[config.mk]
export PLATFORM = sky130hd
export DESIGN_NAME = timer3_control_and_flags
export DESIGN_NICKNAME = d
export VERILOG_FILES = /design/src/timer3_pkg.sv /design/src/timer3_tick_source.sv /design/src/timer3_control_and_flags.sv
export SDC_FILE = /design/constraint.sdc
export NUM_CORES = 1
export LEC_CHECK = 0
export BUFFER_PORTS_ARGS = -buffer_cell sky130_fd_sc_hd__buf_2
export CAP_MARGIN = 5
export CORE_ASPECT_RATIO = 1.2
export CORE_MARGIN = 4
export CORE_UTILIZATION = 60
export DETAILED_ROUTE_END_ITERATION = 12
export PLACE_DENSITY = 0.76
export SYNTH_ARGS = -nofsm -noshare
export SYNTH_HDL_FRONTEND = slang
export SYNTH_SLANG_ARGS = --single-unit
[constraint.sdc]
create_clock -name ref_clk -period 3.7 [get_ports ref_clk]
set_input_delay 0.74 -clock ref_clk [delete_from_list [all_inputs] [get_ports ref_clk]]
set_output_delay 0.74 -clock ref_clk [all_outputs]
set_load 0.1 [all_outputs]
[src/timer3_pkg.sv]
// Constants, field layout and shared types of the timer 3 control block
// How it works
// [RULE1] High byte rollover sets high overflow flag
// [RULE2] 16-bit wrap from FFFF to the reload value sets flag
// [RULE3] Set high flag requests interrupt when enabled
// [RULE4] Flags only cleared by software writing zero
// [RULE5] Low byte rollover sets low flag, any mode
// [RULE6] Low flag also interrupts when bit 5 set
// [RULE7] Bit 4 switches external capture mode
// [RULE8] Bit 3 picks 16-bit or two 8-bit counters
// [RULE9] Bit 2 runs or holds the count
// [RULE10] Split mode: run gates high byte only
// [RULE11] Bit 1 reads zero, writes ignored
// [RULE12] External select 0 means system clock /12
// [RULE13] Select 1: external oscillator /8, synchronised
// [RULE14] Split mode: one select serves both bytes
// [RULE15] Byte clock select 1 forces undivided clock
// [RULE16] 16-bit wrap loads 16-bit reload value
// [RULE17] Split mode: each byte reloads its byte
// [RULE18] Capture: falling /8 edge copies count, sets flag
// [RULE19] Counters step once per selected tick
package timer3_pkg;

   localparam logic [7:0] ADDR_CONTROL = 8'h91;
   localparam logic [7:0] ADDR_RELOAD_LOW = 8'h92;
   localparam logic [7:0] ADDR_RELOAD_HIGH = 8'h93;
   localparam logic [7:0] ADDR_COUNT_LOW = 8'h94;
   localparam logic [7:0] ADDR_COUNT_HIGH = 8'h95;

   localparam logic [7:0] CONTROL_RESET = 8'h00;
   localparam logic [15:0] COUNT_RESET = 16'h0000;
   localparam logic [15:0] RELOAD_RESET = 16'h0000;
   localparam logic [7:0] BYTE_MAX = 8'hFF;
   localparam logic [15:0] WORD_MAX = 16'hFFFF;

   localparam int HIGH_OVF_BIT = 7;
   localparam int LOW_OVF_BIT = 6;
   localparam int LOW_IRQ_EN_BIT = 5;
   localparam int CAPTURE_EN_BIT = 4;
   localparam int SPLIT_BIT = 3;
   localparam int RUN_BIT = 2;
   localparam int UNUSED_BIT = 1;
   localparam int EXT_CLK_SEL_BIT = 0;

   // Prescaler ratios
   localparam int SYS_DIV = 12;
   localparam int EXT_DIV = 8;

   // Packed in register bit order, 7 down to 0
   typedef struct packed {
      logic highByteOverflowFlag;
      logic lowByteOverflowFlag;
      logic lowByteIrqEnable;
      logic captureModeEnable;
      logic splitModeSelect;
      logic runControl;
      logic unused;
      logic externalClockSelect;
   } control_t;

   typedef struct packed {
      logic sysDiv12Tick;
      logic extDiv8Tick;
      logic extDiv8Fall;
   } ticks_t;

endpackage

[src/timer3_tick_source.sv]
// Prescalers: system clock /12 and synchronised external oscillator /8
`timescale 1ns/1ps
`default_nettype none
module timer3_tick_source
   import timer3_pkg::*;
(
   input wire logic ref_clk,
   input wire logic sys_rst,
   input wire logic extOscPin,
   output var ticks_t ticks
);

   logic extMeta_r, extSync_r, extPrev_r;
   logic [3:0] sysCnt_r, sysCnt_nxt;
   logic [1:0] extCnt_r, extCnt_nxt;
   logic div8_r, div8_nxt, div8Prev_r;
   logic extRise;

   always_comb begin
      extRise = extSync_r & ~extPrev_r;
      sysCnt_nxt = (sysCnt_r == 4'(SYS_DIV - 1)) ? 4'h0 : 4'(sysCnt_r + 4'h1); // [RULE12]
      extCnt_nxt = extCnt_r;
      div8_nxt = div8_r;
      if (extRise) begin
         // Four oscillator edges per half period gives /8
         extCnt_nxt = 2'(extCnt_r + 2'h1);
         if (extCnt_r == 2'(EXT_DIV / 2 - 1)) begin
            div8_nxt = ~div8_r; // [RULE13]
         end
      end
      ticks.sysDiv12Tick = (sysCnt_r == 4'h0);
      ticks.extDiv8Tick = div8_r & ~div8Prev_r;
      ticks.extDiv8Fall = ~div8_r & div8Prev_r;
   end

   always_ff @(posedge ref_clk) begin
      if (sys_rst) begin
         extMeta_r <= 1'b0;
         extSync_r <= 1'b0;
         extPrev_r <= 1'b0;
         sysCnt_r <= 4'h0;
         extCnt_r <= 2'h0;
         div8_r <= 1'b0;
         div8Prev_r <= 1'b0;
      end else begin
         extMeta_r <= extOscPin; // [RULE13]
         extSync_r <= extMeta_r;
         extPrev_r <= extSync_r;
         sysCnt_r <= sysCnt_nxt;
         extCnt_r <= extCnt_nxt;
         div8_r <= div8_nxt;
         div8Prev_r <= div8_r;
      end
   end

endmodule
`default_nettype wire

[src/timer3_control_and_flags.sv]
// Timer 3: control register, flags, counters, reload and capture
`timescale 1ns/1ps
`default_nettype none
module timer3_control_and_flags
   import timer3_pkg::*;
(
   input wire logic ref_clk,
   input wire logic sys_rst,
   input wire logic [7:0] sfrAddr,
   input wire logic [7:0] sfrWrData,
   input wire logic sfrWrEn,
   input wire logic timerIrqEnable,
   input wire logic highByteClockSelect,
   input wire logic lowByteClockSelect,
   input wire logic extOscPin,
   output logic [7:0] sfrRdData,
   output logic timerIrqReq
);

   control_t ctl_r, ctl_nxt;
   logic [15:0] cnt_r, cnt_nxt;
   logic [15:0] rld_r, rld_nxt;
   logic [7:0] rdData_r, rdData_nxt;
   logic irq_r, irq_nxt;
   ticks_t ticks;
   logic srcTick, lowTick, highTick, highEvt, lowEvt, captureEvt;

   timer3_tick_source u_ticks (
      .ref_clk(ref_clk),
      .sys_rst(sys_rst),
      .extOscPin(extOscPin),
      .ticks(ticks)
   );

   function automatic logic isWrite(input logic [7:0] addr, input logic [7:0] target,
                                    input logic en);
      return en && (addr == target);
   endfunction

   always_comb begin
      // One external select serves both bytes; byte selects override it
      srcTick = ctl_r.externalClockSelect ? ticks.extDiv8Tick : ticks.sysDiv12Tick; // [RULE14]
      lowTick = lowByteClockSelect ? 1'b1 : srcTick; // [RULE15]
      highTick = highByteClockSelect ? 1'b1 : srcTick; // [RULE15]
      captureEvt = ctl_r.captureModeEnable && ticks.extDiv8Fall; // [RULE7]
      highEvt = 1'b0;
      lowEvt = 1'b0;
      cnt_nxt = cnt_r;
      rld_nxt = rld_r;
      ctl_nxt = ctl_r;

      if (!ctl_r.splitModeSelect) begin // [RULE8]
         // 16-bit mode follows the low byte's clock selection
         if (ctl_r.runControl && lowTick) begin // [RULE9]
            cnt_nxt = 16'(cnt_r + 16'h0001); // [RULE19]
            lowEvt = (cnt_r[7:0] == BYTE_MAX); // [RULE5]
            if (cnt_r == WORD_MAX) begin
               cnt_nxt = rld_r; // [RULE16]
               highEvt = 1'b1; // [RULE2]
            end
         end
      end else begin
         if (lowTick) begin // [RULE10]
            cnt_nxt[7:0] = 8'(cnt_r[7:0] + 8'h01); // [RULE19]
            if (cnt_r[7:0] == BYTE_MAX) begin
               cnt_nxt[7:0] = rld_r[7:0]; // [RULE17]
               lowEvt = 1'b1; // [RULE5]
            end
         end
         if (ctl_r.runControl && highTick) begin // [RULE10]
            cnt_nxt[15:8] = 8'(cnt_r[15:8] + 8'h01);
            if (cnt_r[15:8] == BYTE_MAX) begin
               cnt_nxt[15:8] = rld_r[15:8]; // [RULE17]
               highEvt = 1'b1; // [RULE1]
            end
         end
      end

      // Software writes to the count win over a tick in the same cycle
      if (isWrite(sfrAddr, ADDR_COUNT_LOW, sfrWrEn)) begin
         cnt_nxt[7:0] = sfrWrData;
      end
      if (isWrite(sfrAddr, ADDR_COUNT_HIGH, sfrWrEn)) begin
         cnt_nxt[15:8] = sfrWrData;
      end
      if (isWrite(sfrAddr, ADDR_RELOAD_LOW, sfrWrEn)) begin
         rld_nxt[7:0] = sfrWrData;
      end
      if (isWrite(sfrAddr, ADDR_RELOAD_HIGH, sfrWrEn)) begin
         rld_nxt[15:8] = sfrWrData;
      end
      // Capture beats a reload write so no measurement is lost
      if (captureEvt) begin
         rld_nxt = cnt_r; // [RULE18]
         highEvt = 1'b1; // [RULE18]
      end
      if (isWrite(sfrAddr, ADDR_CONTROL, sfrWrEn)) begin
         ctl_nxt = control_t'(sfrWrData);
      end
      ctl_nxt.unused = 1'b0; // [RULE11]
      // Hardware set wins over a software clear in the same cycle
      ctl_nxt.highByteOverflowFlag = ctl_nxt.highByteOverflowFlag | highEvt; // [RULE4]
      ctl_nxt.lowByteOverflowFlag = ctl_nxt.lowByteOverflowFlag | lowEvt; // [RULE4]

      unique case (sfrAddr)
         ADDR_CONTROL: rdData_nxt = ctl_r;
         ADDR_RELOAD_LOW: rdData_nxt = rld_r[7:0];
         ADDR_RELOAD_HIGH: rdData_nxt = rld_r[15:8];
         ADDR_COUNT_LOW: rdData_nxt = cnt_r[7:0];
         ADDR_COUNT_HIGH: rdData_nxt = cnt_r[15:8];
         default: rdData_nxt = 8'h00;
      endcase

      irq_nxt = timerIrqEnable && (ctl_r.highByteOverflowFlag // [RULE3]
                || (ctl_r.lowByteIrqEnable && ctl_r.lowByteOverflowFlag)); // [RULE6]
   end

   always_ff @(posedge ref_clk) begin
      if (sys_rst) begin
         ctl_r <= control_t'(CONTROL_RESET);
         cnt_r <= COUNT_RESET;
         rld_r <= RELOAD_RESET;
         rdData_r <= 8'h00;
         irq_r <= 1'b0;
      end else begin
         ctl_r <= ctl_nxt;
         cnt_r <= cnt_nxt;
         rld_r <= rld_nxt;
         rdData_r <= rdData_nxt;
         irq_r <= irq_nxt;
      end
   end

   assign sfrRdData = rdData_r;
   assign timerIrqReq = irq_r;

   logic cntWrite;
   assign cntWrite = sfrWrEn && (sfrAddr == ADDR_COUNT_LOW || sfrAddr == ADDR_COUNT_HIGH);
endmodule
`default_nettype wire

======== After elaboration in Yosys (flattened, before gate mapping) ========
Cells that the tools add are included.
word-level totals
  logic and storage cells ................. 93
  input port bits ......................... 23
  register bits ........................... 60
  output and inout port bits .............. 9
cells by class
  eq/ne operators ......................... 12
  muxes and demuxes ....................... 27
  bitwise operators ....................... 8
  $add $sub $neg .......................... 5
  reductions and logical operators ........ 20
operators with widths
  kind                                                                     count
  8-bit 2-to-1 mux                                                         9
  16-bit 2-to-1 mux                                                        4
  8-bit == test, second input constant                                     7
  8-bit case mux with 5 select lines                                       1
  16-bit by 1-bit adder with 16-bit output, second input constant          1
  8-bit by 1-bit adder with 8-bit output, second input constant            2
  16-bit == test, second input constant                                    1
  1-bit 2-to-1 mux                                                         13
  1-bit logical AND                                                        10
  3-bit by 1-bit inequality test with 1-bit output, second input constant  2
  2-bit AND reduction                                                      3
  3-bit nonzero test                                                       2
  4-bit by 1-bit adder with 4-bit output, second input constant            1
  4-bit == test, second input constant                                     1
  4-bit logical NOT                                                        1
  2-bit nonzero test                                                       2
  1-bit bitwise AND                                                        3
  1-bit NOT                                                                3
  2-bit by 1-bit adder with 2-bit output, second input constant            1
  2-bit == test, second input constant                                     1
  1-bit bitwise OR                                                         2
  2-bit OR reduction                                                       1
  1-bit logical OR                                                         1

======== Logic depth before layout (Yosys ltp) ========
  depth after elaboration ................. 9
  depth in mapped cells ................... 8
  depth with buffers taken out ............ 7

======== Hierarchy ========
Synthesis repeated with hierarchy kept, for this count alone.
second synthesis, totals
  cells, all modules ...................... 382
  area total of the unflattened synthesis .. 3265.6 sq um
by module, submodules not included
  module                    area each (sq um)  times used  cells each
  timer3_control_and_flags  2824.0             1           339
  timer3_tick_source        441.7              1           43

======== Worst setup path after synthesis ========
OpenSTA, ideal clock, no wires.
  path type ............................... input to register
  start ................................... input sfrAddr[6]
  end ..................................... register rld_r[6]
  setup time .............................. 91 ps
  path buffers ............................ 2
  path slack .............................. 1591 ps
  cell stages on the path ................. 6
  arrival time ............................ 2018 ps
  required time ........................... 3609 ps
  path through ............................ nand4bb_1 > buf_2 > nor4_4 > buf_2 > nand3_1 > a311oi_1
on the way
  cells in the longest elaborated chain, start to end .. 3
ends and longest elaborated chain
  element                       RTL line                         text
  from (decl)                   timer3_control_and_flags.sv:9    input wire logic [7:0] sfrAddr,
  8-bit == test                 timer3_control_and_flags.sv:37   return en && (addr == target);
  1-bit logical AND             timer3_control_and_flags.sv:37
  2-bit nonzero test (no line)  -
  to (signal assigned)          timer3_control_and_flags.sv:128  rld_r <= rld_nxt;
  to (decl)                     timer3_control_and_flags.sv:22   logic [15:0] rld_r, rld_nxt;
Every way passes these cells.
A chain may end at the register's enable or synchronous reset.

======== Worst setup path in the final report ========
  start ................................... input sfrAddr[6]
  end ..................................... register ctl_r[7] (netlist name)
on the way
  cells in the longest elaborated chain, start to end .. 4
ends and longest elaborated chain
  element               RTL line                         text
  8-bit == test         timer3_control_and_flags.sv:37
  1-bit logical AND     timer3_control_and_flags.sv:37
  8-bit 2-to-1 mux      timer3_control_and_flags.sv:97   if (isWrite(sfrAddr, ADDR_CONTROL, sfrWrEn)) begin
  1-bit bitwise OR      timer3_control_and_flags.sv:102  ctl_nxt.highByteOverflowFlag = ctl_nxt.highByteOverflowFlag | highEvt;
  to (signal assigned)  timer3_control_and_flags.sv:120  ctl_r <= control_t'(CONTROL_RESET);
  to (signal assigned)  timer3_control_and_flags.sv:126  ctl_r <= ctl_nxt;
  to (decl)             timer3_control_and_flags.sv:20   control_t ctl_r, ctl_nxt;
Every way passes these cells.

==> out/metrics.cfg <==
[timing]
finalSetupViolCount=0
finClkSkew_ps=6.590
maxSlewHeadroom_pct=20.66
final_hold_viol_count=0
min_period_over_period_pct=71.94
tns_ps=0
max_freq_ghz=0.3757
tightestPinTransition_ps=1180
rsz0062_at_grt=false
fin_ws_ps=1038
slew_violations=0
min_period_ps=2662

[routing]
wl_um=10790
final_antenna_net_count=0
via_count=3543
first_pass_iters=6
first_iter_violations=596
drc_errors=0
avgViaCountPerCell=7.044
wire_per_inst_um=21.46

[status]
outcome=complete, no violations

[setup_path]
crit_arrival_ps=2860
crit_top_cell=a21oi_1
critPathTopFamily=simple AND/OR/NAND/NOR gates
critPathKind=primary input to flip-flop
crit_fanout=10
crit_slowest_cell=nor4_2
r2r_slack_ps=1240
cp-end-kind=flip-flop
cp.required_ps=3900
critPathMaxStageDelay_ps=800
path_cells=buf_2, nand4bb_1, nor4_2, nand2_1, a21oi_1, a21oi_1
ff2ff_path_depth=6
r2r_end=cnt_r[15]
crit_buf_inv=1
crit-reg2reg-launch=cnt_r[8]
cp-start-kind=primary input

[floorplanning]
start_util_pct=61.31
core_area_sq_um=5630
die_area_sq_um=7036
ios=32
fp-row-count=30
dieHeight_um=91.09
fp.dieW_um=77.24

[clock_network]
ctsLongestPathBuffers=2
insertion_delay_ps=350
holdBufCountCts=0
postCtsSetupRepairBufs=0
numClockSinks=59
cts_tree=done
cts-buffers-inserted=9
clkSlewWorstSetupHoldPaths_ps=70
cts_resized=0
clk_root_buffer_cell=clkbuf_8
h-tree-depth=3

[cells_and_area]
fillers=476
layout.nets=462
diodes=0
syn_to_final_growth_pct=9.750
drive_above_1_share_pct=16.63
seqCellArea_sq_um=1181
multiInputGateArea_sq_um=2102

[global_routing]
grt_pass1_wl_um=17390
grtUsageMet1_pct=41.57
grt_overflow=0
grt_pass1_vias=3239
met2_usage_pct=45.39
grt_util_met3_pct=9.921
track_usage_pct=31.97
antenna_found_initial=0
top_usage_layer=met2
grt_max_degree=42

[synth]
syn_nets=445
ys_ff_latch=59
synth_top_family_by_area=simple AND/OR/NAND/NOR gates
synthFlopType=dfxtp_1
syn_avg_cell_area_sq_um=8.278
ys_seq_area_share_pct=34.22
synth_mux_area_share_pct=1.812
synth-xor-area-share_pct=2.283
synth_edf_count=0
synthAdderAreaFrac_pct=1.812
synth-compound-area-share_pct=25.81
async_flop_share_pct=0
ys_types=69
syn_inst=417
yosysWarnings=0
synthSimpleGateAreaFrac_pct=29.18
synthesis.area_sq_um=3452

[placement]
place.gp.congestion=0.9731
pre_cts_slack_ps=757.7
hpwl_um=7528
port_buffers=31

[min_path]
holdCritStartpoint=u_ticks.extMeta_r
hp-class=flip-flop to flip-flop
hold_end=u_ticks.extSync_r
hold_depth=1

[run]
cap_viol_max_count=0

[power_and_ir_drop]
vdd.ir_drop.worst_uv=184.3
p_leak_nw=1.296
power_density_nw_per_um2=343.7

-- metrics by stage --
step | util [%] | hold slack, ps | cells | cell area [sq um] | power, mW
6_report | 67.29 | 441.9 | 503 | 3789 | 1.302
5_1_grt | 67.29 | 466.8 | 503 | 3789 | 1.340
4_1_cts | 67.29 | 450.4 | 503 | 3789 | 1.305
3_5_place_dp | 63.76 | 434.7 | 487 | 3590 | 0.7344
3_3_place_gp | 63.76 | 418.3 | 487 | 3590 | 0.7330
2_1_floorplan | - | 413.8 | 417 | 3452 | 0.6994
-- sequential cells by signal (all words and copies together) (netlist names) --
name	cells
sfrRdData	8
u_ticks.extCnt_r	2
u_ticks.extPrev_r	1
ctl_r	7
u_ticks.sysCnt_r	4
timerIrqReq	1
u_ticks.extMeta_r	1
u_ticks.div8Prev_r	1
u_ticks.extSync_r	1
u_ticks.div8_r	1
rld_r	16
cnt_r	16
-- logic make-up after synthesis --
logic type                 Yosys count
and+or+nand+nor                    178
AOI/OAI and AO/OA                  123
DFF                                 59
buffers and inverters               37
xor gates and xnor gates             9
muxes                                6
adders and majority gates            5
-- metal layers --
layer,vias to the layer above,routed length [um]
met5,-,0
met4,0,594
met3,55,1179
met2,238,4765
met1,1631,4252
li1,1619,-
-- how the worst max path moves through the flow --
stage | from | slack (ps) | end | cells after the start
final | sfrAddr[6] | 1040 | ctl_r[7] | 6
after global routing | sfrAddr[6] | 850 | ctl_r[7] | 6
after CTS | sfrAddr[6] | 1100 | ctl_r[7] | 6
after detailed placement | sfrAddr[6] | 760 | ctl_r[6] | 6
after global placement | sfrAddr[6] | 880 | ctl_r[6] | 6
after floorplan | sfrAddr[6] | 1590 | rld_r[6] | 6
-- cell usage in the layout (no fill, tap or decap), types with 3 or more instances in the layout --
cell type	n
a21oi_1	24
nand2b_1	3
o31ai_1	4
a22oi_1	12
nand3_1	28
nand4_1	5
nor2_1	41
nor2b_1	5
nor3b_1	5
or3_1	3
xor2_1	3
dfxtp_1	59
and3_1	4
a211oi_1	5
xnor2_1	6
nand2_1	49
o211ai_1	4
nand3b_1	6
nor3_1	7
a222oi_1	4
a311oi_1	16
buf_2	31
mux2i_1	4
ha_1	5
inv_1	5
buf_4	7
nor4_4	3
a211o_1	3
o21ai_0	16
a31oi_1	10
clkbuf_8	13
-- final cells by class --
cell class                 instances  area share [%]
tap                               64           2.114
inverter                           5          0.4954
sequential                        59           31.18
clock buffer                      13           4.723
multi-input combinational        321           55.48
clock inverter                     3          0.5284
timing repair buffer              38           5.482
-- Yosys cell counts, types with 3 or more instances --
| library cell | n | share of area, % |
|---|---|---|
| o211ai_1 | 4 | 0.87 |
| a211o_1 | 3 | 0.76 |
| nand2_1 | 49 | 5.3 |
| o21ai_0 | 16 | 2.3 |
| nor4_4 | 3 | 1.8 |
| a22oi_1 | 12 | 2.6 |
| a211oi_1 | 5 | 1.1 |
| mux2i_1 | 4 | 1.2 |
| and3_1 | 4 | 0.72 |
| xnor2_1 | 6 | 1.5 |
| nand3b_1 | 6 | 1.3 |
| nand2b_1 | 3 | 0.54 |
| inv_1 | 5 | 0.54 |
| nand3_1 | 28 | 4.1 |
| xor2_1 | 3 | 0.76 |
| nor2b_1 | 5 | 0.91 |
| or3_1 | 3 | 0.54 |
| ha_1 | 5 | 1.8 |
| nor3b_1 | 5 | 1.1 |
| a311oi_1 | 16 | 4.1 |
| nor2_1 | 41 | 4.5 |
| dfxtp_1 | 59 | 34 |
| nand4_1 | 5 | 0.91 |
| clkbuf_1 | 16 | 1.7 |
| buf_2 | 9 | 1.3 |
| a31oi_1 | 10 | 1.8 |
| a222oi_1 | 4 | 1.2 |
| a21oi_1 | 24 | 3.5 |
| clkbuf_2 | 3 | 0.43 |
| o31ai_1 | 4 | 0.87 |
| nor3_1 | 7 | 1.0 |
-- power by group --
group | internal [mW] | leakage (nW) | switching [mW]
clock | 0.315 | 0.0977 | 0.266
sequential | 0.641 | 0.476 | 0.00549
combinational | 0.0263 | 0.722 | 0.0494
No activity file was read; power rests on OpenSTA's default activity.
